## config.mk

```make
export PLATFORM = sky130hd
export DESIGN_NAME = atc_timer
export DESIGN_NICKNAME = d
export VERILOG_FILES = /design/src/design/atc_pkg.sv /design/src/design/atc_timer.sv
export SDC_FILE = /design/constraint.sdc
export NUM_CORES = 1
export LEC_CHECK = 0
export BUFFER_PORTS_ARGS = -buffer_cell sky130_fd_sc_hd__buf_4
export CORE_ASPECT_RATIO = 0.8
export CORE_UTILIZATION = 55
export CTS_BUF_LIST = sky130_fd_sc_hd__clkbuf_8
export DETAILED_ROUTE_END_ITERATION = 16
export PLACE_DENSITY = 0.93
export SLEW_MARGIN = 10
export SYNTH_ARGS = -nofsm -noshare
export SYNTH_HDL_FRONTEND = slang
export SYNTH_SLANG_ARGS = --single-unit
```

## constraint.sdc

```tcl
create_clock -name hclk -period 3.29 [get_ports hclk]
set_input_delay 0.1645 -clock hclk [delete_from_list [all_inputs] [get_ports hclk]]
set_output_delay 0.1645 -clock hclk [all_outputs]
set_load 0.02 [all_outputs]
```

## src/design/atc_pkg.sv

```systemverilog
// Package for the 8-bit timer with one compare unit: offsets, fields, codes.
// Assumes a 32-bit AHB-Lite register bus with one word per register.
package atc_pkg;

  // ==========================================================================
  // Register map (byte addresses)
  localparam logic [7:0] ATC_OFS_CONTROL = 8'h00;
  localparam logic [7:0] ATC_OFS_COUNT   = 8'h04;
  localparam logic [7:0] ATC_OFS_COMPARE = 8'h08;
  localparam logic [7:0] ATC_OFS_FLAGS   = 8'h0c;
  localparam logic [7:0] ATC_OFS_MASK    = 8'h10;
  localparam logic [7:0] ATC_OFS_ASYNC   = 8'h14;

  // ==========================================================================
  // Field positions
  localparam int ATC_FLD_FORCE   = 7;  // Force strobe, reads zero
  localparam int ATC_FLD_OVF     = 0;  // Overflow bit in flag and mask
  localparam int ATC_FLD_CMP     = 1;  // Compare bit in flag and mask
  localparam int ATC_FLD_ASYNC   = 0;  // Crystal clock select

  // ==========================================================================
  // Counter limits and reset values
  localparam logic [7:0] ATC_BOTTOM     = 8'h00;
  localparam logic [7:0] ATC_MAX        = 8'hff;
  localparam logic [7:0] ATC_RST_BYTE   = 8'h00;
  localparam logic [9:0] ATC_PRESC_ZERO = 10'h000;

  // Prescaler divide masks for clock select 1..7 (divide by 1,8,32,64,128,256,1024)
  localparam logic [9:0] ATC_DIV_MASK [1:7] = '{10'h000, 10'h007, 10'h01f, 10'h03f,
                                                 10'h07f, 10'h0ff, 10'h3ff};

  // ==========================================================================
  // Types
  typedef enum logic [1:0] {
    ATC_MODE_NORMAL = 2'h0,
    ATC_MODE_PHASE  = 2'h1,
    ATC_MODE_CTC    = 2'h2,
    ATC_MODE_FAST   = 2'h3
  } atc_mode_t;

  // Timer control register layout
  typedef struct packed {
    logic       force_compare_strobe;
    logic [1:0] compare_output_mode;
    atc_mode_t  wave_mode_field;
    logic [2:0] clock_select_field;
  } atc_ctrl_t;

  // Two flags or two enables
  typedef struct packed {
    logic compare;
    logic overflow;
  } atc_pair_t;

  typedef enum logic [2:0] {
    ATC_BUS_IDLE  = 3'b001,
    ATC_BUS_RWAIT = 3'b010,
    ATC_BUS_RDONE = 3'b100
  } atc_bus_t;

  localparam atc_ctrl_t ATC_RST_CTRL = '0;

endpackage : atc_pkg

```

## src/design/atc_timer.sv

```systemverilog
// 8-bit timer/counter with one compare unit behind an AHB-Lite slave.
// Assumes the crystal pin is already synchronous to hclk; one clock domain.
//
// Summary of operation
// (RQ1) Eight-bit counter, bottom 0x00, max 0xff.
// (RQ2) Top is max or compare value, by mode.
// (RQ3) Async select picks crystal pin over io clock.
// (RQ4) Clock select zero stops the counter.
// (RQ5) Counter readable and writable while stopped.
// (RQ6) Counter write beats clear and count.
// (RQ7) Each tick clears, increments or decrements by mode.
// (RQ8) Overflow flag set where mode says.
// (RQ9) Match sets compare flag on next tick.
// (RQ10) Enabled compare flag interrupts; ack or W1C clears.
// (RQ11) PWM modes double buffer compare value.
// (RQ12) Writes reach buffer in PWM, else active.
// (RQ13) Force strobe acts on output only, non-PWM.
// (RQ14) Counter write blocks match on next tick.
// (RQ15) Output driven from match, mode and output mode.
// (RQ16) Output state kept across mode changes.
// (RQ17) Output mode changes take effect at once.
// (RQ18) Software presets output before enabling pin.
// (RQ19) Software avoids writing count equal to compare.
// (RQ20) Each request flagged and individually masked.
// (RQ21) Normal mode counts up, overflow on wrap.
// (RQ22) Clear-on-match mode clears at compare value.
// (RQ23) Output mode zero leaves output untouched.
// (RQ24) Hardware set beats software clear.
`timescale 1ns/1ps
module atc_timer
  import atc_pkg::*;
#(
  parameter int PRESC_BITS = 10
) (
  input  wire logic        hclk,
  input  wire logic        hresetn,
  input  wire logic        hsel,
  input  wire logic [31:0] haddr,
  input  wire logic [1:0]  htrans,
  input  wire logic        hwrite,
  input  wire logic [2:0]  hsize,
  input  wire logic [31:0] hwdata,
  input  wire logic        hready,
  output logic      [31:0] hrdata,
  output logic             hreadyout,
  output logic             hresp,
  input  wire logic        crystal_pin_in,
  input  wire logic        ack_overflow,
  input  wire logic        ack_compare,
  output logic             irq_overflow,
  output logic             irq_compare,
  output logic             compare_output,
  output logic             compare_output_override
);

  // ==========================================================================
  // Elaboration check: taps reach bit 9
  if (PRESC_BITS != 10) begin : g_bad_presc
    $error("atc_timer: PRESC_BITS must be 10");
  end

  // ==========================================================================
  // State
  atc_ctrl_t  timer_control_register;
  atc_pair_t  timer_flag_register;
  atc_pair_t  timer_mask_register;
  logic       async_clock_select;
  logic [7:0] count_value;
  logic [7:0] compare_value;
  logic [7:0] compare_buffer;
  logic       count_down;
  logic       block_match;
  logic       crystal_prev;
  logic [PRESC_BITS-1:0] presc;
  atc_bus_t   bus_state;
  logic       wr_pend;
  logic [7:0] wr_addr;
  logic [7:0] rd_addr;

  // ==========================================================================
  // Bus decode
  wire        addr_take = hsel & htrans[1] & hready;
  wire        wr_ctrl   = wr_pend & (wr_addr == ATC_OFS_CONTROL);
  wire        wr_count  = wr_pend & (wr_addr == ATC_OFS_COUNT);
  wire        wr_cmp    = wr_pend & (wr_addr == ATC_OFS_COMPARE);
  wire        wr_flags  = wr_pend & (wr_addr == ATC_OFS_FLAGS);
  wire        wr_mask   = wr_pend & (wr_addr == ATC_OFS_MASK);
  wire        wr_async  = wr_pend & (wr_addr == ATC_OFS_ASYNC);

  // Zero-wait writes; reads take one wait state so data come from a flop
  assign hreadyout = (bus_state != ATC_BUS_RWAIT);
  assign hresp     = 1'b0;

  // ==========================================================================
  // Clock select and prescaler
  atc_mode_t  mode;
  logic [2:0] csel;
  assign mode = timer_control_register.wave_mode_field;
  assign csel = timer_control_register.clock_select_field;

  wire src_tick = async_clock_select ? (crystal_pin_in & ~crystal_prev) : 1'b1; // [RQ3]
  wire [PRESC_BITS-1:0] div_mask = (csel == 3'h0) ? ATC_PRESC_ZERO : ATC_DIV_MASK[csel];
  wire timer_tick = (csel != 3'h0) & src_tick & ((presc & div_mask) == div_mask); // [RQ4]

  // ==========================================================================
  // Counter decode
  wire pwm_mode   = (mode == ATC_MODE_PHASE) | (mode == ATC_MODE_FAST);
  wire match      = (count_value == compare_value);                  // [RQ9]
  wire at_max     = (count_value == ATC_MAX);                        // [RQ1]
  wire at_bottom  = (count_value == ATC_BOTTOM);
  wire [7:0] top  = (mode == ATC_MODE_CTC) ? compare_value : ATC_MAX; // [RQ2]
  wire at_top     = (count_value == top);
  wire hit        = timer_tick & match & ~block_match;               // [RQ14]
  wire force_now  = wr_ctrl & hwdata[ATC_FLD_FORCE] & ~pwm_mode;     // [RQ13]

  // Next count per waveform mode
  logic [7:0] next_count;
  logic       next_down;
  logic       ovf_set;
  logic       buf_load;
  always_comb begin
    next_count = count_value;
    next_down  = count_down;
    ovf_set    = 1'b0;
    buf_load   = 1'b0;
    if (timer_tick) begin
      unique case (mode)
        ATC_MODE_NORMAL: begin
          next_count = count_value + 8'h01;                          // [RQ21]
          ovf_set    = at_max;
        end
        ATC_MODE_CTC: begin
          next_count = at_top ? ATC_BOTTOM : count_value + 8'h01;    // [RQ22]
          ovf_set    = at_max;
        end
        ATC_MODE_FAST: begin
          next_count = count_value + 8'h01;                          // [RQ7]
          ovf_set    = at_max;                                       // [RQ8]
          buf_load   = at_max;                                       // [RQ11]
        end
        ATC_MODE_PHASE: begin
          // Dual slope: turn at max and bottom
          if (count_down) begin
            next_count = at_bottom ? count_value + 8'h01 : count_value - 8'h01;
            next_down  = ~at_bottom;
            ovf_set    = at_bottom;                                  // [RQ8]
          end else begin
            next_count = at_max ? count_value - 8'h01 : count_value + 8'h01;
            next_down  = at_max;
            buf_load   = at_max;                                     // [RQ11]
          end
        end
      endcase
    end
  end

  // ==========================================================================
  // Waveform generator
  // Output mode acts from the edge it is written on, so a force strobe that
  // arrives with a new mode applies that new mode, not the stale one
  atc_ctrl_t  ctrl_in;
  logic [1:0] com;
  assign ctrl_in = atc_ctrl_t'(hwdata[7:0]);
  assign com     = wr_ctrl ? ctrl_in.compare_output_mode
                           : timer_control_register.compare_output_mode; // [RQ17]
  logic next_out;
  always_comb begin
    next_out = compare_output;
    if (com != 2'h0) begin                                           // [RQ23]
      if (!pwm_mode) begin
        if (hit | force_now) begin                                   // [RQ15]
          unique case (com)
            2'h1:    next_out = ~compare_output;
            2'h2:    next_out = 1'b0;
            default: next_out = 1'b1;
          endcase
        end
      end else if (mode == ATC_MODE_FAST) begin
        if (hit) begin
          next_out = com[0];
        end else if (timer_tick & at_max) begin
          next_out = ~com[0];                                        // Opposite of the match level at bottom
        end
      end else if (hit) begin
        next_out = com[0] ^ count_down;                              // Phase correct
      end
    end
  end

  // ==========================================================================
  // Flag updates: set beats clear
  wire ovf_clr = (wr_flags & hwdata[ATC_FLD_OVF]) | ack_overflow;
  wire cmp_clr = (wr_flags & hwdata[ATC_FLD_CMP]) | ack_compare;
  atc_pair_t next_flags;
  assign next_flags.overflow = ovf_set | (timer_flag_register.overflow & ~ovf_clr); // [RQ24]
  assign next_flags.compare  = hit | (timer_flag_register.compare & ~cmp_clr);      // [RQ10]

  // Read mux
  logic [31:0] rd_word;
  always_comb begin
    rd_word = 32'h0000_0000;
    unique case (rd_addr)
      ATC_OFS_CONTROL: rd_word[6:0] = timer_control_register[6:0];
      ATC_OFS_COUNT:   rd_word[7:0] = count_value;                   // [RQ5]
      ATC_OFS_COMPARE: rd_word[7:0] = pwm_mode ? compare_buffer : compare_value; // [RQ12]
      ATC_OFS_FLAGS:   rd_word[1:0] = timer_flag_register;
      ATC_OFS_MASK:    rd_word[1:0] = timer_mask_register;
      ATC_OFS_ASYNC:   rd_word[0]   = async_clock_select;
      default:         rd_word      = 32'h0000_0000;
    endcase
  end

  // ==========================================================================
  // Bus slave sequencing
  always_ff @(posedge hclk or negedge hresetn) begin
    if (!hresetn) begin
      bus_state <= ATC_BUS_IDLE;
      wr_pend   <= 1'b0;
      wr_addr   <= ATC_RST_BYTE;
      rd_addr   <= ATC_RST_BYTE;
      hrdata    <= 32'h0000_0000;
    end else begin
      wr_pend <= addr_take & hwrite;
      if (addr_take) begin
        wr_addr <= haddr[7:0];
        rd_addr <= haddr[7:0];
      end
      unique case (bus_state)
        ATC_BUS_RWAIT: begin
          bus_state <= ATC_BUS_RDONE;
          hrdata    <= rd_word;
        end
        default: bus_state <= (addr_take & ~hwrite) ? ATC_BUS_RWAIT : ATC_BUS_IDLE;
      endcase
    end
  end

  // Control and mask registers; force bit is a strobe, never stored
  always_ff @(posedge hclk or negedge hresetn) begin
    if (!hresetn) begin
      timer_control_register <= ATC_RST_CTRL;
      timer_mask_register    <= '0;
      async_clock_select     <= 1'b0;
    end else begin
      if (wr_ctrl) timer_control_register <= {1'b0, hwdata[6:0]};
      if (wr_mask) timer_mask_register    <= hwdata[1:0];
      if (wr_async) async_clock_select    <= hwdata[ATC_FLD_ASYNC];
    end
  end

  // Prescaler and crystal edge history
  always_ff @(posedge hclk or negedge hresetn) begin
    if (!hresetn) begin
      presc        <= ATC_PRESC_ZERO;
      crystal_prev <= 1'b0;
    end else begin
      crystal_prev <= crystal_pin_in;
      if (csel == 3'h0)  presc <= ATC_PRESC_ZERO;
      else if (src_tick) presc <= presc + 10'h001;
    end
  end

  // Counter, direction, block; CPU write wins over any count
  always_ff @(posedge hclk or negedge hresetn) begin
    if (!hresetn) begin
      count_value <= ATC_RST_BYTE;
      count_down  <= 1'b0;
      block_match <= 1'b0;
    end else begin
      count_value <= wr_count ? hwdata[7:0] : next_count;            // [RQ6]
      count_down  <= next_down;
      if (wr_count)        block_match <= 1'b1;                      // [RQ14]
      else if (timer_tick) block_match <= 1'b0;
    end
  end

  // Compare value with double buffer
  always_ff @(posedge hclk or negedge hresetn) begin
    if (!hresetn) begin
      compare_value  <= ATC_RST_BYTE;
      compare_buffer <= ATC_RST_BYTE;
    end else begin
      if (wr_cmp) compare_buffer <= hwdata[7:0];
      if (wr_cmp & ~pwm_mode)  compare_value <= hwdata[7:0];         // [RQ12]
      else if (pwm_mode & buf_load) compare_value <= compare_buffer; // [RQ11]
    end
  end

  // Flags and output state; output survives mode changes
  always_ff @(posedge hclk or negedge hresetn) begin
    if (!hresetn) begin
      timer_flag_register <= '0;
      compare_output      <= 1'b0;
    end else begin
      timer_flag_register <= next_flags;
      compare_output      <= next_out;                               // [RQ16]
    end
  end

  // Masked requests and pin override
  assign irq_overflow = timer_flag_register.overflow & timer_mask_register.overflow; // [RQ20]
  assign irq_compare  = timer_flag_register.compare & timer_mask_register.compare;   // [RQ10]
  assign compare_output_override = (timer_control_register.compare_output_mode != 2'h0);

  // ==========================================================================
  // Assertions
  AST_WRITE_WINS: assert property (@(posedge hclk) disable iff (!hresetn) // [RQ6]
    wr_count |=> (count_value == $past(hwdata[7:0]) && block_match))
    else $error("counter write lost");
  AST_STOPPED: assert property (@(posedge hclk) disable iff (!hresetn) // [RQ4]
    (csel == 3'h0 && !wr_count) |=> $stable(count_value))
    else $error("stopped counter moved");
  AST_CMP_FLAG: assert property (@(posedge hclk) disable iff (!hresetn) // [RQ9]
    (timer_tick && match && !block_match) |=> timer_flag_register.compare)
    else $error("match did not set flag");
  AST_BLOCK: assert property (@(posedge hclk) disable iff (!hresetn) // [RQ14]
    (wr_count ##1 (timer_tick && !wr_count && !timer_flag_register.compare))
      |=> !timer_flag_register.compare)
    else $error("blocked match set flag");
  AST_NORMAL_WRAP: assert property (@(posedge hclk) disable iff (!hresetn) // [RQ21]
    (timer_tick && mode == ATC_MODE_NORMAL && at_max && !wr_count)
      |=> (count_value == 8'h00 && timer_flag_register.overflow))
    else $error("normal wrap wrong");
  AST_CTC_CLEAR: assert property (@(posedge hclk) disable iff (!hresetn) // [RQ22]
    (timer_tick && mode == ATC_MODE_CTC && match && !wr_count) |=> count_value == 8'h00)
    else $error("clear on match missed");
  AST_FORCE_NOFLAG: assert property (@(posedge hclk) disable iff (!hresetn) // [RQ13]
    (force_now && !timer_tick && !timer_flag_register.compare && !wr_count)
      |=> (!timer_flag_register.compare && $stable(count_value)))
    else $error("force touched flag or counter");
  AST_SET_WINS: assert property (@(posedge hclk) disable iff (!hresetn) // [RQ24]
    (hit && cmp_clr) |=> timer_flag_register.compare)
    else $error("clear beat set");
  AST_COM_ZERO: assert property (@(posedge hclk) disable iff (!hresetn) // [RQ23]
    (com == 2'h0) |=> $stable(compare_output))
    else $error("output moved with mode zero");
  AST_IRQ: assert property (@(posedge hclk) disable iff (!hresetn) // [RQ10]
    (cmp_clr && !hit) |=> !irq_compare)
    else $error("cleared compare flag still requests");
  AST_BUFFER: assert property (@(posedge hclk) disable iff (!hresetn) // [RQ11]
    (pwm_mode && !buf_load) |=> $stable(compare_value))
    else $error("active compare changed mid cycle");

  // ==========================================================================
  // Counting sequences, flags and forced output
  AST_FAST_OVF: assert property (@(posedge hclk) disable iff (!hresetn) // [RQ8]
    (timer_tick && mode == ATC_MODE_FAST && at_max) |=> timer_flag_register.overflow)
    else $error("fast wrap missed overflow");
  AST_PHASE_TURN: assert property (@(posedge hclk) disable iff (!hresetn) // [RQ7]
    (timer_tick && mode == ATC_MODE_PHASE && at_max && !count_down && !wr_count)
      |=> (count_value == ATC_MAX - 8'h01 && count_down))
    else $error("dual slope did not turn at max");
  AST_PHASE_BOTTOM: assert property (@(posedge hclk) disable iff (!hresetn) // [RQ8]
    (timer_tick && mode == ATC_MODE_PHASE && at_bottom && count_down)
      |=> (timer_flag_register.overflow && !count_down))
    else $error("dual slope bottom turn wrong");
  AST_FORCE_SET: assert property (@(posedge hclk) disable iff (!hresetn) // [RQ13]
    (force_now && com == 2'h3) |=> compare_output)
    else $error("forced set did not reach output");
  AST_FORCE_CLR: assert property (@(posedge hclk) disable iff (!hresetn) // [RQ13]
    (force_now && com == 2'h2) |=> !compare_output)
    else $error("forced clear did not reach output");
  AST_FLAG_HOLD: assert property (@(posedge hclk) disable iff (!hresetn) // [RQ10]
    (!hit && !cmp_clr) |=> $stable(timer_flag_register.compare))
    else $error("compare flag moved with no cause");
  AST_BLOCK_ONCE: assert property (@(posedge hclk) disable iff (!hresetn) // [RQ14]
    (timer_tick && !wr_count) |=> !block_match)
    else $error("match block outlived one tick");
  AST_CTC_STEP: assert property (@(posedge hclk) disable iff (!hresetn) // [RQ7]
    (timer_tick && mode == ATC_MODE_CTC && !at_top && !wr_count)
      |=> count_value == $past(count_value) + 8'h01)
    else $error("clear-on-match count did not step");
  AST_BUF_BYPASS: assert property (@(posedge hclk) disable iff (!hresetn) // [RQ12]
    (wr_cmp && !pwm_mode) |=> compare_value == $past(hwdata[7:0]))
    else $error("direct compare write lost");

endmodule : atc_timer

```

* Word level (Yosys, flattened, before mapping) *
Memories as Yosys holds them, arrays and structs flattened.
Cells that the tools add are included.

operators by class
  mux-type cells = 40
  eq/ne operators = 18
  reduce and logical (&&, ||, !) cells = 15
  add/subtract/negate cells = 3
  bitwise gates (word level) = 44
  order comparisons = 1

operator list
  cell                   number
  $mux 8                 10
  $mux 10                5
  $and 1x1->1            26
  $pmux 8 s3             1
  $eq 8x4->1 const B     2
  $eq 8x5->1 const B     2
  $eq 8x8->1             2
  $logic_not 8->1        2
  $pmux 5 s3             1
  $mux 1                 14
  $reduce_bool 2->1      6
  $add 10x1->10 const B  1
  $and 10x10->10         1
  $eq 10x10->1           1
  $not 1->1              9
  $add 8x1->8 const B    1
  $eq 8x3->1 const B     1
  $eq 8x8->1 const B     1
  $pmux 1 s2             4
  $sub 8x1->8 const B    1
  $eq 2x2->1 const B     3
  $ne 3x1->1 const B     2
  $or 1x1->1             6
  $pmux 1 s6             1
  other kinds (16)       18

word-level totals
  bits of input ports = 77
  ROM bits = 80
  output and inout bits = 38
  logic and storage cells = 142
  register bits = 70
  memories kept = 1

memories
  memory            depth  bits a word  read ports  clocked after memory_dff  write ports  line              source
  (name not given)  8      10           1           0                         0            atc_timer.sv:102  wire [PRESC_BITS-1:0] div_mask = (csel == 3'h0) ? ATC_PRESC_ZERO : ATC_DIV_MASK[csel];

* Logic depth before layout (Yosys ltp) *
  depth after elaboration = 13
  gate-level depth with buffers = 9

* Worst setup path after synthesis *
No wires, ideal clock.

  path type = register -> register
  start = register rd_addr[2] (netlist name)
  end = register compare_output
  stages on the path, launching flop included = 9
  arrival = 2465 ps
  path buffers = 1
  path slack = 701 ps
  library setup time = 125 ps
  path through = dfrtp_1 > buf_6 > or4b_4 > nor3_4 > mux2_2 > or2_2 > a221oi_1 > a21oi_1 > mux2_2

RTL lines
  item                  line              source
  to (signal assigned)  atc_timer.sv:296  compare_output <= next_out;
  to (decl)             atc_timer.sv:52   output logic compare_output,

* Final worst setup path *
  start = register count_value[0]
  end = register count_value[4]

on the way
  word-level cells in the longest chain between the ends = 6
  elaborated cells between the ends (all ways) = 12
  those cells by class = add/sub: 2; eq/ne: 2; mux: 7; reduce/logical: 1

ends and longest elaborated chain
  item                                 line                                source
  from (decl)                          atc_timer.sv:68                     logic [7:0] count_value;
  from (signal assigned)               atc_timer.sv:270                    count_value <= wr_count ? hwdata[7:0] : next_count;
  $add 8x1->8 (tied with other cells)  n/a
  $mux 8 (on tied branches)            atc_timer.sv:148, atc_timer.sv:144
  $mux 8                               atc_timer.sv:143                    if (count_down) begin
  $pmux 8 s3 (*)                       atc_timer.sv:127                    unique case (mode)
  $mux 8 (*)                           atc_timer.sv:126                    if (timer_tick) begin
  $mux 8 (*)                           atc_timer.sv:270

Every way passes the cells marked *; elsewhere a longest branch is shown, timed or not. The select of a mux whose other input is x is not followed.
A chain may end at the register's enable or synchronous reset.

==> results.md <==
* Sequential fraction of the synthesis area at 39.5%
* Ys flop type: dfrtp_1
* Critical path peak fanout at 14
* RSZ-0062 raised after global routing: false
* Die Span Y at 82.3 um
* Synthesized area at 0.00443 mm^2
* Share of layout cells above drive strength 1 at 21.0%
* Crit. Startpoint: count_value[0]
* Placed cell count at 605
* Core area at 0.00760 mm^2
* Drt drc at 0
* Gate power share at 31.7%
* CTS Buffer Depth at 2
* Antenna violations before repair at 0
* Initial DRC count at 539
* Remaining Overflow, GRT at 0
* Worst r2r src: count_value[0]
* Psw at 1.20 mW
* Detailed-placement wirelength estimate at 8.02 mm
* Num CTS Buffers at 9
* TritonCTS clock tree: done
* I/O Pins at 115
* Global-route wire length before repair at 17.9 mm
* Fillcell total at 561
* # port buffers at 37
* Power Density at 631 mW/mm^2
* DP Worst Slack at 0.620 ns
* Post-synth EDFFs at 0
* Clock network power share at 27.9%
* Nets at 599
* Clock Pin Slew Worst Setup and Hold Paths at 0.08 ns
* Hold-fix buffers at CTS at 3
* Clk_skew at 0.0108 ns
* Final Cycle Share at 82.8%
* Root buffer cell: clkbuf_8
* Avg Inst Size Synth at 9.20 um^2
* Slew margin rel. at 29.8%
* Final Util at 65.1%
* Maxcap violations at 0
* Synth area leaders: dfrtp_1, mux2_2, buf_4
* Gpl congestion at 0.978
* Clock sink count at 70
* Final setup fails at 0
* Fin. Hold Viols at 0
* Post-synthesis cell type count at 68
* Crit path time final at 2.72 ns
* DR WL/cell at 18.2 um
* Setup TNS at 0 ns
* Count leader, synth: dfrtp_1
* Initial core utilization at 58.3%
* Final WL at 11.4 mm
* Commonest cells post-synth: dfrtp_1, nand2_1, nor2_1
* Post-synth top area cell: dfrtp_1
* Drt first pass iters at 5
* Site Rows at 28
* Setup WS post-layout at 0.565 ns
* Yosys warning count at 0
* Die area at 0.00843 mm^2
* Flops & latches, synth at 70
* Status: complete, no violations
* Post-Layout Cell Count at 624
* Area grow syn2layout at 11.5%
* H-tree depth at 3
* Critical Path End Type: flop
* Vias at 3,849
* Switch share at 38.6%
* Origin of the worst min-delay path: haddr[7]
* Post-synth top area share at 38.9%
* LEAKAGE at 2.16 nW
* Fin Hold WS at 0.0261 ns
* Die Wd at 102 um
* Vias in the first global route at 3,659
* VDD IR max at 0.000277 V
* Power Internal at 1.92 mW
* CP startpoint kind: flop
* Asr flop ratio synth at 100%
* Total setup buffers inserted after CTS at 0
* Seq pwr share at 40.4%
* Critical path required time at 3.58 ns
* Worst slew pin tran at 1.05 ns
* Worst hold path type: in2reg
* Post-CTS Resized at 0
* Clock insertion delay at the later pin of the skew report at 0.37 ns
* ANT nets after route at 0
* Setup CP Type: reg2reg
* All-Layer GR Usage at 28.6%
* Fmax at 367 MHz
* Synth Instances at 482
* Worst EP arrival at 3.01 ns
* # diodes at 0
* Slew Viols, Final at 0
* Vias per cell at 6.17
* Largest net degree at the start of global routing at 71
## flip-flops by register name, indices dropped and copies added (netlist names)
register and cells:
crystal_prev 1, compare_output 1, async_clock_select 1, mode 2, timer_control_register 2, csel 3
wr_pend 1, count_down 1, block_match 1, compare_buffer 8, timer_mask_register 2, count_value 8
presc 10, timer_flag_register 2, rd_addr 8, compare_value 8, hrdata 8, bus_state 3
## metrics by stage
stage               instance area (um^2)  power (mW)
floorplan                           4520        1.98
global placement                    4670        2.14
detailed placement                  4670        2.21
CTS                                 4950        3.07
global route                        4950        3.27
finish                              4950        3.12
## critical path, cell delays in order, from the launching register on
cell	delay (ns)
dfrtp_1	0.57
ha_1	0.34
and4_1	0.27
a31o_2	0.28
a22oi_4	0.28
a21oi_2	0.10
mux2_2	0.29
or3_1	0.35
a21oi_1	0.16
## cells in the final DEF (no fill, tap or decap), drive strengths merged, types with 3 or more instances in the layout
cell	netlist	layout
a21oi	21	21
mux2	26	26
o21ai	39	39
nand2	49	49
nor2	38	38
or2	4	4
o22ai	4	4
a211oi	3	3
nand3	12	12
ha	8	8
a31oi	6	6
nor4	7	7
xnor2	13	13
or3	3	3
a311oi	6	6
clkbuf	15	9
nand4	6	6
nor3	11	11
a22oi	5	5
xor2	9	9
buf	36	45
and3	5	5
dlygate4sd3	0	3
and4	3	3
nor2b	11	11
inv	23	25
mux2i	13	13
dfrtp	69	69
conb	1	25
bufinv	0	3
## cells by family after synthesis
family	count (synthesis)	share of synthesized area [%]
simple gates	158	18.1
compound gates	109	16.5
buf+inv	74	9.20
flops	70	39.5
mux	40	10.0
xor+xnor	22	4.35
fa+ha+maj	8	2.26
other cells	1	0.0846
## layout make-up
class | instances | area, um^2 | share of cell area, %
Timing Repair Buffer | 48 | 368 | 7.44
Sequential cell | 70 | 1750 | 35.4
Multi-Input combinational cell | 362 | 2360 | 47.8
Clock buffer | 9 | 124 | 2.50
Clock inverter | 7 | 120 | 2.43
Tap cell | 105 | 131 | 2.66
Inverter | 23 | 86.3 | 1.75
## per-layer routing
metal	track usage, %	part of all wire, %
met5	0	0
met3	7.83	11
met2	47.1	47
met4	10.0	2.5
met1	36.5	40
## worst paths after layout
check	slack [ns]	end	cells past startpoint
min reg2reg	0.49	hrdata[4]	2
max	0.57	count_value[4]	8
min in group asynchronous	0.42	count_value[5]	2
max reg2reg	0.57	count_value[4]	8
max in group asynchronous	2.25	compare_value[7]	2
min	0.03	rd_addr[7]	2
## power groups by stage
stage	combinational, mW	clock, mW	sequential, mW
finish	0.988	0.870	1.26
global route	1.08	0.909	1.27
CTS	0.962	0.870	1.24
detailed placement	0.952	0	1.26
global placement	0.897	0	1.25
floorplan	0.884	0	1.09
Power figures use the tool's default switching activity.
